**config.mk**
```make
export PLATFORM = sky130hd
export DESIGN_NAME = sleep_wake_control
export DESIGN_NICKNAME = d
export VERILOG_FILES = /design/src/hdl/sleep_wake_pkg.sv /design/src/hdl/delay_timer.sv /design/src/hdl/watchdog_counter.sv /design/src/hdl/sleep_wake_control.sv
export SDC_FILE = /design/constraint.sdc
export NUM_CORES = 1
export LEC_CHECK = 0
export CAP_MARGIN = 25
export CORE_MARGIN = 10
export CORE_UTILIZATION = 50
export CTS_BUF_LIST = sky130_fd_sc_hd__clkbuf_8
export DETAILED_ROUTE_END_ITERATION = 10
export DONT_BUFFER_PORTS = 1
export PLACE_DENSITY = 0.74
export SYNTH_ARGS = -nofsm -noshare
export SYNTH_HDL_FRONTEND = slang
export SYNTH_SLANG_ARGS = --single-unit
```
**constraint.sdc**
```tcl
create_clock -name pclk -period 2.3 [get_ports pclk]
set_input_delay 0.115 -clock pclk [delete_from_list [all_inputs] [get_ports pclk]]
set_output_delay 0.115 -clock pclk [all_outputs]
set_load 0.01 [all_outputs]
```
**src/hdl/sleep_wake_pkg.sv**
```systemverilog
/*
  Constants shared by the sleep and wake controller and its timers.
  Assumes a 100 MHz pclk; times are converted to cycle counts here.
*/
package sleep_wake_pkg;
  localparam int unsigned       CLK_HZ            = 100000000;
  localparam int unsigned       PWRUP_DELAY_MS    = 72;
  localparam int unsigned       BROWNOUT_DELAY_MS = 72;
  localparam int unsigned       PWRUP_CYCLES      = PWRUP_DELAY_MS * (CLK_HZ / 1000);
  localparam int unsigned       BROWNOUT_CYCLES   = BROWNOUT_DELAY_MS * (CLK_HZ / 1000);
  localparam int unsigned       OSC_STARTUP_CYCLES = 1024;
  localparam int unsigned       WDT_PERIOD        = 1800;
  localparam int unsigned       CNT_W             = 24;
  localparam logic [12:0]       INT_VECTOR        = 13'h0004;
  localparam int unsigned       DUMMY_CYCLES      = 2;
  localparam int unsigned       NUM_INT           = 4;
  // Interrupt source positions in the enable and flag vectors
  localparam int unsigned       SRC_EXT           = 0;
  localparam int unsigned       SRC_PORT          = 1;
  localparam int unsigned       SRC_CMP           = 2;
  localparam int unsigned       SRC_TMR           = 3;
  localparam logic              PD_RESET          = 1'b1;
  localparam logic              TO_RESET          = 1'b1;

  typedef enum logic [2:0] {
    ST_RESET, ST_RUN, ST_SLEEP, ST_OSC_WAIT, ST_PREFETCH, ST_DUMMY
  } state_t;
endpackage

```
**src/hdl/delay_timer.sv**
```systemverilog
/*
  Reset-style delay counter: counts LIMIT cycles after start, then reports done.
  Assumes hold is a level that holds the timer at zero while high.
*/
module delay_timer #(
  parameter int unsigned W     = 24,
  parameter int unsigned LIMIT = 1000
) (
  input  wire logic pclk,
  input  wire logic presetn,
  input  wire logic hold,
  output logic      done
);
  typedef struct packed {
    logic [W-1:0] cnt;
    logic         done;
  } dt_t;
  dt_t s_q;
  dt_t s_d;

  always_comb begin
    s_d = s_q;
    if (hold) begin
      s_d.cnt  = '0;
      s_d.done = 1'b0;
    end else if (!s_q.done) begin
      if (s_q.cnt >= W'(LIMIT - 1)) begin
        s_d.done = 1'b1;
      end else begin
        s_d.cnt = s_q.cnt + W'(1);
      end
    end
  end

  always_ff @(posedge pclk or negedge presetn) begin
    if (!presetn) begin
      s_q <= '0;
    end else begin
      s_q <= s_d;
    end
  end

  assign done = s_q.done;
endmodule // delay_timer

```
**src/hdl/watchdog_counter.sv**
```systemverilog
/*
  Watchdog counter on its own free-running tick. Clears on request.
  Assumes wdt_tick is a one-cycle pulse from the dedicated RC oscillator domain.
*/
module watchdog_counter #(
  parameter int unsigned W      = 24,
  parameter int unsigned PERIOD = 1800
) (
  input  wire logic pclk,
  input  wire logic presetn,
  input  wire logic enable,
  input  wire logic wdt_tick,
  input  wire logic clear,
  output logic      timeout
);
  typedef struct packed {
    logic [W-1:0] cnt;
    logic         timeout;
  } wd_t;
  wd_t s_q;
  wd_t s_d;

  always_comb begin
    s_d         = s_q;
    s_d.timeout = 1'b0;
    if (clear || !enable) begin
      s_d.cnt = '0;
    end else if (wdt_tick) begin
      if (s_q.cnt >= W'(PERIOD - 1)) begin
        s_d.cnt     = '0;
        s_d.timeout = 1'b1;
      end else begin
        s_d.cnt = s_q.cnt + W'(1);
      end
    end
  end

  always_ff @(posedge pclk or negedge presetn) begin
    if (!presetn) begin
      s_q <= '0;
    end else begin
      s_q <= s_d;
    end
  end

  assign timeout = s_q.timeout;
endmodule // watchdog_counter

```
**src/hdl/sleep_wake_control.sv**
```systemverilog
/*
  Sleep entry, wake-up and reset sequencing for a small 8-bit core, with
  the power-up, oscillator start-up and brown-out delay timers and the
  watchdog. Registers sit on an APB slave.
  Assumes the core raises sleep_exec for one cycle when it executes the
  power-down instruction and obeys core_hold, vector_req and dummy_cycle.
*/
// Overview of operation
// Sleep entered only by the power-down instruction pulse.
// Sleep entry clears watchdog, clears power-down flag, sets time-out, stops oscillator.
// Port pin drive state frozen during sleep.
// Wake on master clear, enabled watchdog, or external, port, comparator interrupt.
// Master clear wake resets fully; watchdog and interrupt wakes resume.
// Power-down flag set at power-up; time-out flag cleared on watchdog wake.
// Next instruction prefetched during sleep and held until wake.
// Interrupt wake needs its enable bit, regardless of global enable.
// Global enable off continues in line; on branches to vector 0004h.
// Pending enabled interrupt at sleep request wakes immediately after instruction.
// Watchdog counter cleared on every wake-up.
// Watchdog time-out in sleep never drives master clear pin low.
// Power-up delay timer holds reset 72 ms at power-up only.
// Brown-out resets the device and holds reset at least 72 ms.
// Oscillator start-up timer holds reset until crystal stable.
// Watchdog enabled by configuration, clocked from its own RC oscillator.
// Software places a no-operation after power-down if needed.
// Master clear stays high during sleep unless reset intended.
// Timer module interrupt cannot wake the device.
// Two dummy cycles precede the vector instruction after interrupt wake.
// Crystal modes wait out oscillator start-up before resuming.
module sleep_wake_control
  import sleep_wake_pkg::*;
#(
  parameter int unsigned PWRUP_CNT    = sleep_wake_pkg::PWRUP_CYCLES,
  parameter int unsigned BROWNOUT_CNT = sleep_wake_pkg::BROWNOUT_CYCLES,
  parameter int unsigned OST_CNT      = sleep_wake_pkg::OSC_STARTUP_CYCLES,
  parameter int unsigned WDT_CNT      = sleep_wake_pkg::WDT_PERIOD,
  parameter int unsigned PORT_W       = 13
) (
  input  wire logic                     pclk,
  input  wire logic                     presetn,
  input  wire logic                     psel,
  input  wire logic                     penable,
  input  wire logic                     pwrite,
  input  wire logic [11:0]              paddr,
  input  wire logic [31:0]              pwdata,
  output logic      [31:0]              prdata,
  output logic                          pready,
  output logic                          pslverr,
  input  wire logic                     master_clear_pin_n,
  input  wire logic                     brownout_detect,
  input  wire logic                     wdt_enable_cfg,
  input  wire logic                     crystal_mode_cfg,
  input  wire logic                     wdt_tick,
  input  wire logic                     sleep_exec,
  input  wire logic [12:0]              pc_next,
  input  wire logic                     global_int_enable,
  input  wire logic [sleep_wake_pkg::NUM_INT-1:0] int_enable,
  input  wire logic [sleep_wake_pkg::NUM_INT-1:0] int_flag,
  input  wire logic [PORT_W-1:0]        port_out_in,
  input  wire logic [PORT_W-1:0]        port_oe_in,
  output logic      [PORT_W-1:0]        port_out,
  output logic      [PORT_W-1:0]        port_oe,
  output logic                          device_reset,
  output logic                          core_hold,
  output logic                          osc_enable,
  output logic                          prefetch_hold,
  output logic      [12:0]              prefetch_addr,
  output logic                          vector_req,
  output logic      [12:0]              vector_addr,
  output logic                          dummy_cycle,
  output logic                          power_down_flag,
  output logic                          timeout_flag,
  output logic                          sleeping
);
  import sleep_wake_pkg::*;

  localparam logic [11:0] STATUS_OFF = 12'h000;
  localparam logic [11:0] CTRL_OFF   = 12'h004;

  typedef struct packed {
    state_t              st;
    logic                pd;
    logic                to;
    logic [PORT_W-1:0]   pout;
    logic [PORT_W-1:0]   poe;
    logic [12:0]         pf_addr;
    logic                go_vector;
    logic [1:0]          dummy_cnt;
    logic                sw_wdt_clr;
    logic [31:0]         rdata;
    logic                first_run;
  } ctl_t;

  ctl_t s_q;
  ctl_t s_d;

  logic pwrup_done;
  logic bor_done;
  logic ost_done;
  logic wdt_timeout;
  logic wdt_clear;
  logic ost_hold;
  logic bor_hold;
  logic pending_wake;
  logic int_wake;
  logic wdt_wake;
  logic apb_acc;
  logic addr_ok;

  // Timer interrupt is excluded: that timer is stopped in sleep
  assign pending_wake = |(int_enable & int_flag & ~(NUM_INT'(1) << SRC_TMR));
  assign int_wake     = pending_wake;
  assign wdt_wake     = wdt_timeout && wdt_enable_cfg;

  // Power-up timer runs once from reset release; brown-out restarts its own
  delay_timer #(
    .W     (CNT_W),
    .LIMIT (PWRUP_CNT)
  ) u_pwrup (
    .pclk    (pclk),
    .presetn (presetn),
    .hold    (1'b0),
    .done    (pwrup_done)
  );

  assign bor_hold = brownout_detect;
  delay_timer #(
    .W     (CNT_W),
    .LIMIT (BROWNOUT_CNT)
  ) u_bor (
    .pclk    (pclk),
    .presetn (presetn),
    .hold    (bor_hold),
    .done    (bor_done)
  );

  // Start-up timer restarts whenever the oscillator driver is off
  assign ost_hold = !s_q.first_run || (s_q.st == ST_SLEEP) || !master_clear_pin_n;
  delay_timer #(
    .W     (CNT_W),
    .LIMIT (OST_CNT)
  ) u_ost (
    .pclk    (pclk),
    .presetn (presetn),
    .hold    (ost_hold),
    .done    (ost_done)
  );

  assign wdt_clear = (sleep_exec && s_q.st == ST_RUN) || s_q.sw_wdt_clr ||
                     (s_q.st == ST_SLEEP && (int_wake || wdt_wake)) ||
                     !master_clear_pin_n;
  watchdog_counter #(
    .W      (CNT_W),
    .PERIOD (WDT_CNT)
  ) u_wdt (
    .pclk     (pclk),
    .presetn  (presetn),
    .enable   (wdt_enable_cfg),
    .wdt_tick (wdt_tick),
    .clear    (wdt_clear),
    .timeout  (wdt_timeout)
  );

  assign apb_acc = psel && penable;
  assign addr_ok = (paddr == STATUS_OFF) || (paddr == CTRL_OFF);

  always_comb begin
    s_d            = s_q;
    s_d.sw_wdt_clr = 1'b0;
    s_d.first_run  = 1'b1;
    // Read data is captured in the setup phase so it stands at the access edge
    if (psel && !penable && !pwrite) begin
      if (paddr == STATUS_OFF) begin
        s_d.rdata = {26'h0, wdt_enable_cfg, s_q.st == ST_SLEEP, s_q.go_vector,
                     device_reset, s_q.to, s_q.pd};
      end else begin
        s_d.rdata = 32'h0;
      end
    end
    if (apb_acc && pwrite && paddr == CTRL_OFF && pwdata[0]) begin
      s_d.sw_wdt_clr = 1'b1;
    end
    case (s_q.st)
      ST_RESET: begin
        if (pwrup_done && bor_done && master_clear_pin_n &&
            (!crystal_mode_cfg || ost_done)) begin
          s_d.st = ST_RUN;
        end
      end
      ST_RUN: begin
        if (sleep_exec) begin
          s_d.pd      = 1'b0;
          s_d.to      = 1'b1;
          s_d.pout    = port_out_in;
          s_d.poe     = port_oe_in;
          s_d.pf_addr = pc_next;
          s_d.st      = ST_SLEEP;
        end else if (wdt_wake) begin
          s_d.to = 1'b0;
          s_d.st = ST_RESET;
        end
      end
      ST_SLEEP: begin
        // Pending interrupts leave sleep on the first sleep cycle
        if (int_wake) begin
          s_d.go_vector = global_int_enable;
          s_d.st        = crystal_mode_cfg ? ST_OSC_WAIT : ST_PREFETCH;
        end else if (wdt_wake) begin
          s_d.to        = 1'b0;
          s_d.go_vector = 1'b0;
          s_d.st        = crystal_mode_cfg ? ST_OSC_WAIT : ST_PREFETCH;
        end
      end
      ST_OSC_WAIT: begin
        if (ost_done) begin
          s_d.st = ST_PREFETCH;
        end
      end
      ST_PREFETCH: begin
        // Prefetched instruction executes in this cycle
        if (s_q.go_vector) begin
          s_d.dummy_cnt = 2'(DUMMY_CYCLES);
          s_d.st        = ST_DUMMY;
        end else begin
          s_d.st = ST_RUN;
        end
      end
      ST_DUMMY: begin
        s_d.dummy_cnt = s_q.dummy_cnt - 2'd1;
        if (s_q.dummy_cnt == 2'd1) begin
          s_d.go_vector = 1'b0;
          s_d.st        = ST_RUN;
        end
      end
      default: begin
        s_d.st = ST_RESET;
      end
    endcase
    // External reset wins over everything, in sleep or running
    if (!master_clear_pin_n || brownout_detect) begin
      s_d.st        = ST_RESET;
      s_d.go_vector = 1'b0;
      s_d.dummy_cnt = 2'd0;
    end
  end

  always_ff @(posedge pclk or negedge presetn) begin
    if (!presetn) begin
      s_q      <= '0;
      s_q.st   <= ST_RESET;
      s_q.pd   <= PD_RESET;
      s_q.to   <= TO_RESET;
    end else begin
      s_q <= s_d;
    end
  end

  assign device_reset    = (s_q.st == ST_RESET);
  assign sleeping        = (s_q.st == ST_SLEEP) || (s_q.st == ST_OSC_WAIT);
  assign core_hold       = (s_q.st != ST_RUN) && (s_q.st != ST_PREFETCH);
  assign osc_enable      = (s_q.st != ST_SLEEP);
  assign prefetch_hold   = sleeping;
  assign prefetch_addr   = s_q.pf_addr;
  assign vector_req      = (s_q.st == ST_DUMMY) && (s_q.dummy_cnt == 2'd1);
  assign vector_addr     = INT_VECTOR;
  assign dummy_cycle     = (s_q.st == ST_DUMMY);
  assign power_down_flag = s_q.pd;
  assign timeout_flag    = s_q.to;
  // Frozen copy drives the pins while asleep
  assign port_out        = sleeping ? s_q.pout : port_out_in;
  assign port_oe         = sleeping ? s_q.poe : port_oe_in;

  assign prdata  = s_q.rdata;
  assign pready  = 1'b1;
  assign pslverr = apb_acc && !addr_ok;
endmodule // sleep_wake_control

```
==> results of run 1 <==
[synth_stat cells (15+ instances only)]
cell type	n
mux2_2	42
nand4_1	15
buf_4	60
nor2_1	35
and2_1	32
clkbuf_1	16
o21ai_0	19
a21oi_1	25
nand3_1	26
xnor2_1	24
nor3_1	15
nand2_1	115
dfrtp_1	153
and3_1	18
[cell usage in the layout (no fill, tap or decap), types with 4 or more instances in the layout]
cell type      instances
dfrtp_1              153
nand2_1              115
dlygate4sd3_1         51
mux2_2                42
conb_1                41
nor2_1                35
and2_1                32
nand3_1               26
a21oi_1               25
xnor2_1               24
o21ai_0               19
and3_1                18
clkbuf_8              17
buf_4                 17
nand4_1               15
nor3_1                14
nor4_1                12
xor2_1                12
a31oi_1               11
a22o_1                11
inv_1                  9
or3_1                  9
nand2b_1               7
nand3b_1               7
nor3b_1                6
nor2b_1                6
inv_6                  5
inv_8                  5
o31ai_1                4
o21a_1                 4
ha_1                   4
[layer usage]
metal	up-vias	GRT usage, %	wire length [um]
li1	2660	-	-
met1	2746	19.4	6870
met2	167	27.9	8990
met3	23	5.21	1490
met4	0	6.22	258
met5	-	0	0
[cell families after synthesis]
logic type                 synth area share, %
other                                   0.0973
AOI/OAI and AO/OA                         9.68
adders and majority gates                0.810
xor gates and xnor gates                  4.08
buffers and inverters                     7.68
and+or+nand+nor                           21.2
muxes                                     6.13
DFF                                       50.3
[state kept, by name, indices dropped and copies added (netlist names)]
signal and count:
timeout_flag 1, u_pwrup.s_q 24, power_down_flag 1, u_pwrup.done 1, s_q 34, u_ost.s_q 24, u_ost.done 1, prdata 6
u_bor.s_q 24, u_wdt.timeout 1, u_wdt.s_q 24, u_bor.done 1, prefetch_addr 13
[layout make-up]
type                    count  area [um2]  area share [%]
clock inverters            15         169            1.96
clock buffers              17         234            2.71
well taps                 188         235            2.73
flip-flops and latches    155        3880            45.0
multi-input cells         552        3430            39.7
inverters                  11        41.3           0.479
diodes                      1        2.50          0.0290
repair buffers             68         638            7.40
[per-stage QoR]
step                      utilization (%)  cells  hold WS, ns
after floorplan                         -    802       -0.181
after CTS                            56.8   1006       -0.683
after global routing                 57.0   1007       -0.686
after detailed placement             50.7    923       -0.171
final                                57.0   1007       -0.662
after global placement               50.7    923       -0.170
[repair_timing]
item / CTS / global route
hold endpoints to repair: 230 / 155
gates resized for setup: 1 / 5
pin swaps: 0 / 1
endpoints found under the setup margin: 1 / 12
[final timing paths]
kind,from,end,cells after the start
hold / removal,presetn,u_ost.s_q[6]$_DFFE_PN0P_,0
setup reg to reg,u_bor.s_q[1]$_DFFE_PN0P_,u_bor.s_q[5]$_DFFE_PN0P_,8
min in group pclk,int_enable[2],s_q[36]$_DFFE_PN0P_,3
setup / recovery,u_bor.s_q[1]$_DFFE_PN0P_,u_bor.s_q[5]$_DFFE_PN0P_,8
hold reg to reg,u_pwrup.s_q[24]$_DFFE_PN0P_,u_pwrup.s_q[24]$_DFFE_PN0P_,0
max in group asynchronous,presetn,power_down_flag$_DFFE_PN1P_,0
[power by group]
group	total, mW	switching (mW)	internal [mW]	leakage, nW
registers	2.77	0.0213	2.75	2.13
logic	0.228	0.129	0.0992	1.70
clock network	2.07	1.16	0.917	0.208
total	5.07	1.31	3.76	4.04
==> out/metrics.cfg, run 1 <==
[layout]
drive_above_1_share_pct=14.3
syn_to_final_growth_pct=11.8
fin_nets=913
design_area_um2=8630
fillCellCount=1229

[detailed_routing]
wirelength_um=17600
drc=0
vias=5596
vias_per_cell=5.56
wire_per_inst_um=17.5
drt.antenna.violating_nets=0
dr.first_iter.drc_count=452
drt_first_pass_iters=5

[clock_network]
cts.sinks=155
post_cts_buffers=0
root_buffer=clkbuf_8
cts-hold-fix-buffers=51
cts-htree-levels=4
clk_pin_slew_ns=0.10
cts_tree=built
cts_buffers=17
clk_path_buf_depth=2
insertion_delay_ns=0.46

[synth]
syn_inst=763
synth_flop_cell=dfrtp_1
synth_warnings=0
ys_async_sr_fraction_pct=100
synthDistinctLibCells=68
synth_area_um2=7720
synthTopCellsByArea=dfrtp_1 50%, mux2_2 6.1%, buf_4 5.8%
synth-seq-cells=155
synth-edff-count=0
yosys.area.top_type_share_pct=49.6
ys_seq_area_share_pct=50.3
yosys.area.top_type=dfrtp_1
synth_area_per_cell_um2=10.1

[timing]
setup_ws_ns=0.0928
max_freq_ghz=0.453
rsz0062_at_grt=false
hold_viol_final=155
tightest_slew_ns=0.901
setup_violations=0
worst_hold_slack_ns=-0.662
tns_ns=0
timing.slew.headroom_pct=39.7
post-route-min-period_ns=2.21
drv_slew=0
period_share_pct=96.0
fin_worst_skew_ns=0.0139

[global_route]
grt_first_pass_wirelength_um=27800
gr-usage-all-layers_pct=16.6
grt_start_max_net_pins=156
grt_pass1_vias=5476
grt-ovfl-total=0
antenna_found_initial=1

[die]
start_util_pct=51.0
core_area_um2=15100
die_area_um2=20800
placementRows=45
dieHeight_um=144
io_pins=198
fp.dieW_um=144

[critical_path]
critPathLaunchType=flop
crit_chain=ha_2, nand4_1, o31ai_2, a21oi_1, buf_4, nor3_4, o21ai_0, a22o_1
cp.required_ns=2.65
path_delay_family=compound AO/OA/AOI/OAI gates
path_class=flop to flop
cp_slowest_cell=dfrtp_1
cp_num_buf_inv=1
crit_arrival_ns=2.55
r2r_setup_slack_ns=0.09
endpoint_kind=flop
critPathMaxStageDelay_ns=0.43
cp_max_fo=6

[placement]
place_area_um2=7680
place_ws_ns=0.000917
dp_hpwl_um=12100
place_congestion=0.860
port_buffers=0

[hold_path]
hold_class=input pin to asynchronous set/reset pin

[flow_run]
cap_viol_max_count=0

[status]
status=finished, violations left
violations=hold timing

[power]
p_per_area_nw_per_um2=588
peakVddDrop_mv=0.351
p_total_mw=5.07
leakagePower_nw=4.04

Note: power is estimated with default switching activity, not from simulation.
==> run 2: changes to the inputs <==
Settings changed: GPL_TIMING_DRIVEN set to 0.
==> out/metrics.cfg, run 2 (synthesis results as in run 1) <==
[placement]
place_ws_ns=-0.185
place_congestion=0.837
dp.cells=990
dp_hpwl_um=12100
place_area_um2=8100
port_buffers=0

[timing]
worst_hold_slack_ns=-0.653
drv_slew=0
fin_worst_skew_ns=0.0136
setup_ws_ns=0.141
timing.slew.headroom_pct=34.7
tightest_slew_ns=0.972
max_freq_ghz=0.463
setup_violations=0
hold_viol_final=155
rsz0062_at_grt=false
period_share_pct=93.9
tns_ns=0
post-route-min-period_ns=2.16

[clock_network]
cts-hold-fix-buffers=51
cts_tree=built
cts.sinks=155
insertion_delay_ns=0.46
root_buffer=clkbuf_8
cts-htree-levels=4
cts_buffers=17
clk_path_buf_depth=2
clk_pin_slew_ns=0.09

[global_route]
antenna_found_initial=0
grt-ovfl-total=0
grt_first_pass_wirelength_um=28700
grt_start_max_net_pins=156
grt_pass1_vias=5545
gr-usage-all-layers_pct=17.1

[layout]
regArea_um2=3880
design_area_um2=9140
top_register=s_q
drive_above_1_share_pct=19.7
final_core_util_pct=60.3
layout_commonest_cell=dfrtp_1
multi_input_area_um2=3440
layout_common_cells=153 x dfrtp_1, 115 x nand2_1, 64 x buf_4, 51 x dlygate4sd3_1, 42 x mux2_2
finalNonFillerCells=1077
syn_to_final_growth_pct=18.3
largest_register_ff_count=34
fin_nets=983
fillCellCount=1251

[critical_path]
cp_slowest_cell=nor4_1
endpoint_kind=flop
crit_arrival_ns=2.55
path_class=flop to flop
crit_chain=or3_1, nor4_1, a21boi_4, and4_1, nand4_1, xnor2_1
critPathMaxStageDelay_ns=0.52
cp_max_fo=9
cp.required_ns=2.69
critPathLaunchType=flop

[detailed_routing]
dr.first_iter.drc_count=271
drc=0
drt.antenna.violating_nets=0
vias_per_cell=5.39
drt_first_pass_iters=5
wire_per_inst_um=16.6
wirelength_um=17900
vias=5804

[die]
die_area_um2=20800
dieHeight_um=144
fp.dieW_um=144
start_util_pct=51.0
io_pins=198
core_area_um2=15100
placementRows=45

[hold_path]
hold_class=input pin to asynchronous set/reset pin

[power]
p_per_area_nw_per_um2=574
leakagePower_nw=4.40
peakVddDrop_mv=0.642

[status]
violations=hold timing
status=finished, violations left

[flow_run]
cap_viol_max_count=0

run 2: cell types whose count changed in the layout (fill, tap and decap cells not counted), moves of 3 or more:
cell,change
buf_4,+47
clkbuf_1,+11
buf_2,+6
inv_8,-5
clkbuf_2,+3
run 2: cell type report:
cell class / count / area share (%)
clock inverters: 13 / 1.82
inverters: 11 / 0.479
multi-input cells: 552 / 37.7
plain buffers: 82 / 6.11
well taps: 188 / 2.57
repair buffers: 56 / 5.97
diodes: 1 / 0.0274
clock buffers: 19 / 2.86
flip-flops and latches: 155 / 42.5
run 2: worst max-delay path: cells and delay by family (launching register included):
family | cells | cell delay (ns)
simple gates | 4 | 1.33
flops | 1 | 0.44
compound gates | 1 | 0.18
xor+xnor | 1 | 0.13
run 2: per-stage QoR:
step                      hold slack, ns  power, mW
after floorplan                   -0.181       3.00
after global placement            -0.172       3.03
after detailed placement          -0.174       3.03
after CTS                         -0.677       5.28
after global routing              -0.693       5.45
final                             -0.653       5.25
run 2: where the power goes:
group	internal, mW	switching [mW]
registers	2.75	0.0178
logic	0.155	0.148
clock network	1.14	1.04
total	4.04	1.21
run 2: path summary, 6_finish.rpt:
check,endpoint,slack (ns),from,cells past startpoint
hold / removal,u_ost.s_q[17]$_DFFE_PN0P_,-0.65,presetn,0
hold reg to reg,u_ost.s_q[12]$_DFFE_PN0P_,0.49,u_ost.s_q[12]$_DFFE_PN0P_,1
setup / recovery,u_pwrup.s_q[14]$_DFFE_PN0P_,0.14,u_pwrup.s_q[18]$_DFFE_PN0P_,6
setup reg to reg,u_pwrup.s_q[14]$_DFFE_PN0P_,0.14,u_pwrup.s_q[18]$_DFFE_PN0P_,6
min in group pclk,u_ost.s_q[13]$_DFFE_PN0P_,0.02,master_clear_pin_n,2
max in group asynchronous,power_down_flag$_DFFE_PN1P_,2.65,presetn,0
run 2: repair_timing:
item,4_1_cts,5_1_grt
buffers inserted,0,4
hold endpoints to repair,218,155
endpoints found under the setup margin,83,60
gates resized for setup,10,10
pin swaps,0,4
run 2: metal layers:
layer,share of wire [%],wire length (um),global-route usage [%],vias up
li1,-,-,-,2799
met1,43,7700,22.0,2783
met2,47,8430,26.6,185
met3,7.7,1390,5.51,37
met4,2.2,402,6.28,0
met5,0,0,0,-
==> run 3: changes to the inputs <==
Settings changed: CELL_PAD_IN_SITES_DETAIL_PLACEMENT set to 1, CELL_PAD_IN_SITES_GLOBAL_PLACEMENT set to 1, PLACE_DENSITY 0.74 to 0.91.
==> out/metrics.cfg, run 3 (synthesis results as in run 1) <==
[layout]
final_core_util_pct=61.2
fin_nets=990
top_register=s_q
design_area_um2=9270
layout_commonest_cell=dfrtp_1
largest_register_ff_count=34
fillCellCount=1636
syn_to_final_growth_pct=20.1
layout_common_cells=152 x dfrtp_1, 115 x nand2_1, 71 x buf_4, 53 x dlygate4sd3_1, 42 x mux2_2
drive_above_1_share_pct=21.5

[critical_path]
crit_arrival_ns=2.74
cp_max_fo=7
r2r_cells=5
cp.required_ns=2.69
critPathLaunchType=flop
endpoint_kind=flop
path_class=flop to flop

[global_route]
gr-usage-all-layers_pct=25.7
grt_first_pass_wirelength_um=41000
met1_usage_pct=26.5
busiest_layer=met2
antenna_found_initial=1
grt_pass1_vias=7213
grt_start_max_net_pins=156
gr-usage-met3_pct=7.51
grt-ovfl-total=0
grt_use_met2_pct=44.1

[placement]
port_buffers=0
place_area_um2=8100
place_congestion=0.850
place_ws_ns=-0.367
dp_hpwl_um=15600

[timing]
setup_violations=2
period_share_pct=102
drv_slew=0
post-route-min-period_ns=2.36
fin_worst_skew_ns=0.0188
max_freq_ghz=0.425
hold_viol_final=155
timing.slew.headroom_pct=25.2
tightest_slew_ns=1.11
setup_ws_ns=-0.0553
worst_hold_slack_ns=-0.651

[detailed_routing]
vias_per_cell=6.23
drt.antenna.violating_nets=0
drt_first_pass_iters=5
drc=0
vias=6749
wire_per_inst_um=25.6
dr.first_iter.drc_count=559
wirelength_um=27800

[die]
core_area_um2=15100
placementRows=45
fp.dieW_um=144
die_area_um2=20800
io_pins=198
dieHeight_um=144
start_util_pct=51.0

[flow_run]
cap_viol_max_count=0

[power]
p_per_area_nw_per_um2=584
peakVddDrop_mv=0.362
leakagePower_nw=4.45
p_total_mw=5.41

[clock_network]
cts.sinks=155
clk_pin_slew_ns=0.09
root_buffer=clkbuf_8
insertion_delay_ns=0.47
cts_buffers=17
clk_path_buf_depth=2
cts_tree=built
cts-htree-levels=4

[hold_path]
hold_class=input pin to asynchronous set/reset pin

[status]
violations=hold timing, setup timing
status=finished, violations left

-- run 3: through the flow --
step	cells	setup TNS [ns]
5_1_grt	1084	-0.402
6_report	1084	-0.102
4_1_cts	1073	0
3_3_place_gp	990	-5.49
2_1_floorplan	802	0
3_5_place_dp	990	-12.43
-- run 3: metal layers --
metal	up-vias	part of all wire [%]
met4	0	6.8
met3	117	7.9
met2	418	50
met5	-	0
li1	2808	-
met1	3406	35
-- run 3: final timing paths --
kind | startpoint | endpoint | slack (ns)
min | presetn | u_wdt.s_q[7]$_DFFE_PN0P_ | -0.65
min in group pclk | brownout_detect | u_bor.s_q[4]$_DFFE_PN0P_ | 0.05
max in group asynchronous | presetn | power_down_flag$_DFFE_PN1P_ | 2.65
max reg2reg | u_bor.s_q[6]$_DFFE_PN0P_ | u_bor.s_q[16]$_DFFE_PN0P_ | -0.06
min reg2reg | u_pwrup.s_q[5]$_DFFE_PN0P_ | u_pwrup.s_q[5]$_DFFE_PN0P_ | 0.49
max | u_bor.s_q[6]$_DFFE_PN0P_ | u_bor.s_q[16]$_DFFE_PN0P_ | -0.06
-- run 3: timing repair --
action,4_1_cts,5_1_grt
hold buffers,52,1
setup endpoints to repair,102,76
endpoints found under the hold margin,216,159
pin swaps,2,4
resized for setup,15,20
buffers inserted,1,9
-- run 3: final cells by class --
type / instances / area (um2) / share of cell area [%]
multi-input cells: 552 / 3520 / 38.0
clock inverters: 13 / 165 / 1.78
flip-flops and latches: 155 / 3880 / 41.9
plain buffers: 82 / 556 / 5.99
repair buffers: 63 / 606 / 6.53
clock buffers: 19 / 262 / 2.82
inverters: 11 / 43.8 / 0.472
diodes: 1 / 2.50 / 0.0270
well taps: 188 / 235 / 2.54
-- run 3: worst max-delay path, cell delays in order (launching register included) --
cell     delay [ns]
dfrtp_1        0.49
nand3_1        0.35
nor2_1         0.39
nand2_1        0.27
or4_1          0.59
a21oi_1        0.18
-- run 3: report_power, final --
part	switching, mW	internal [mW]
registers	0.0241	2.75
clock network	1.18	1.14
logic	0.170	0.158
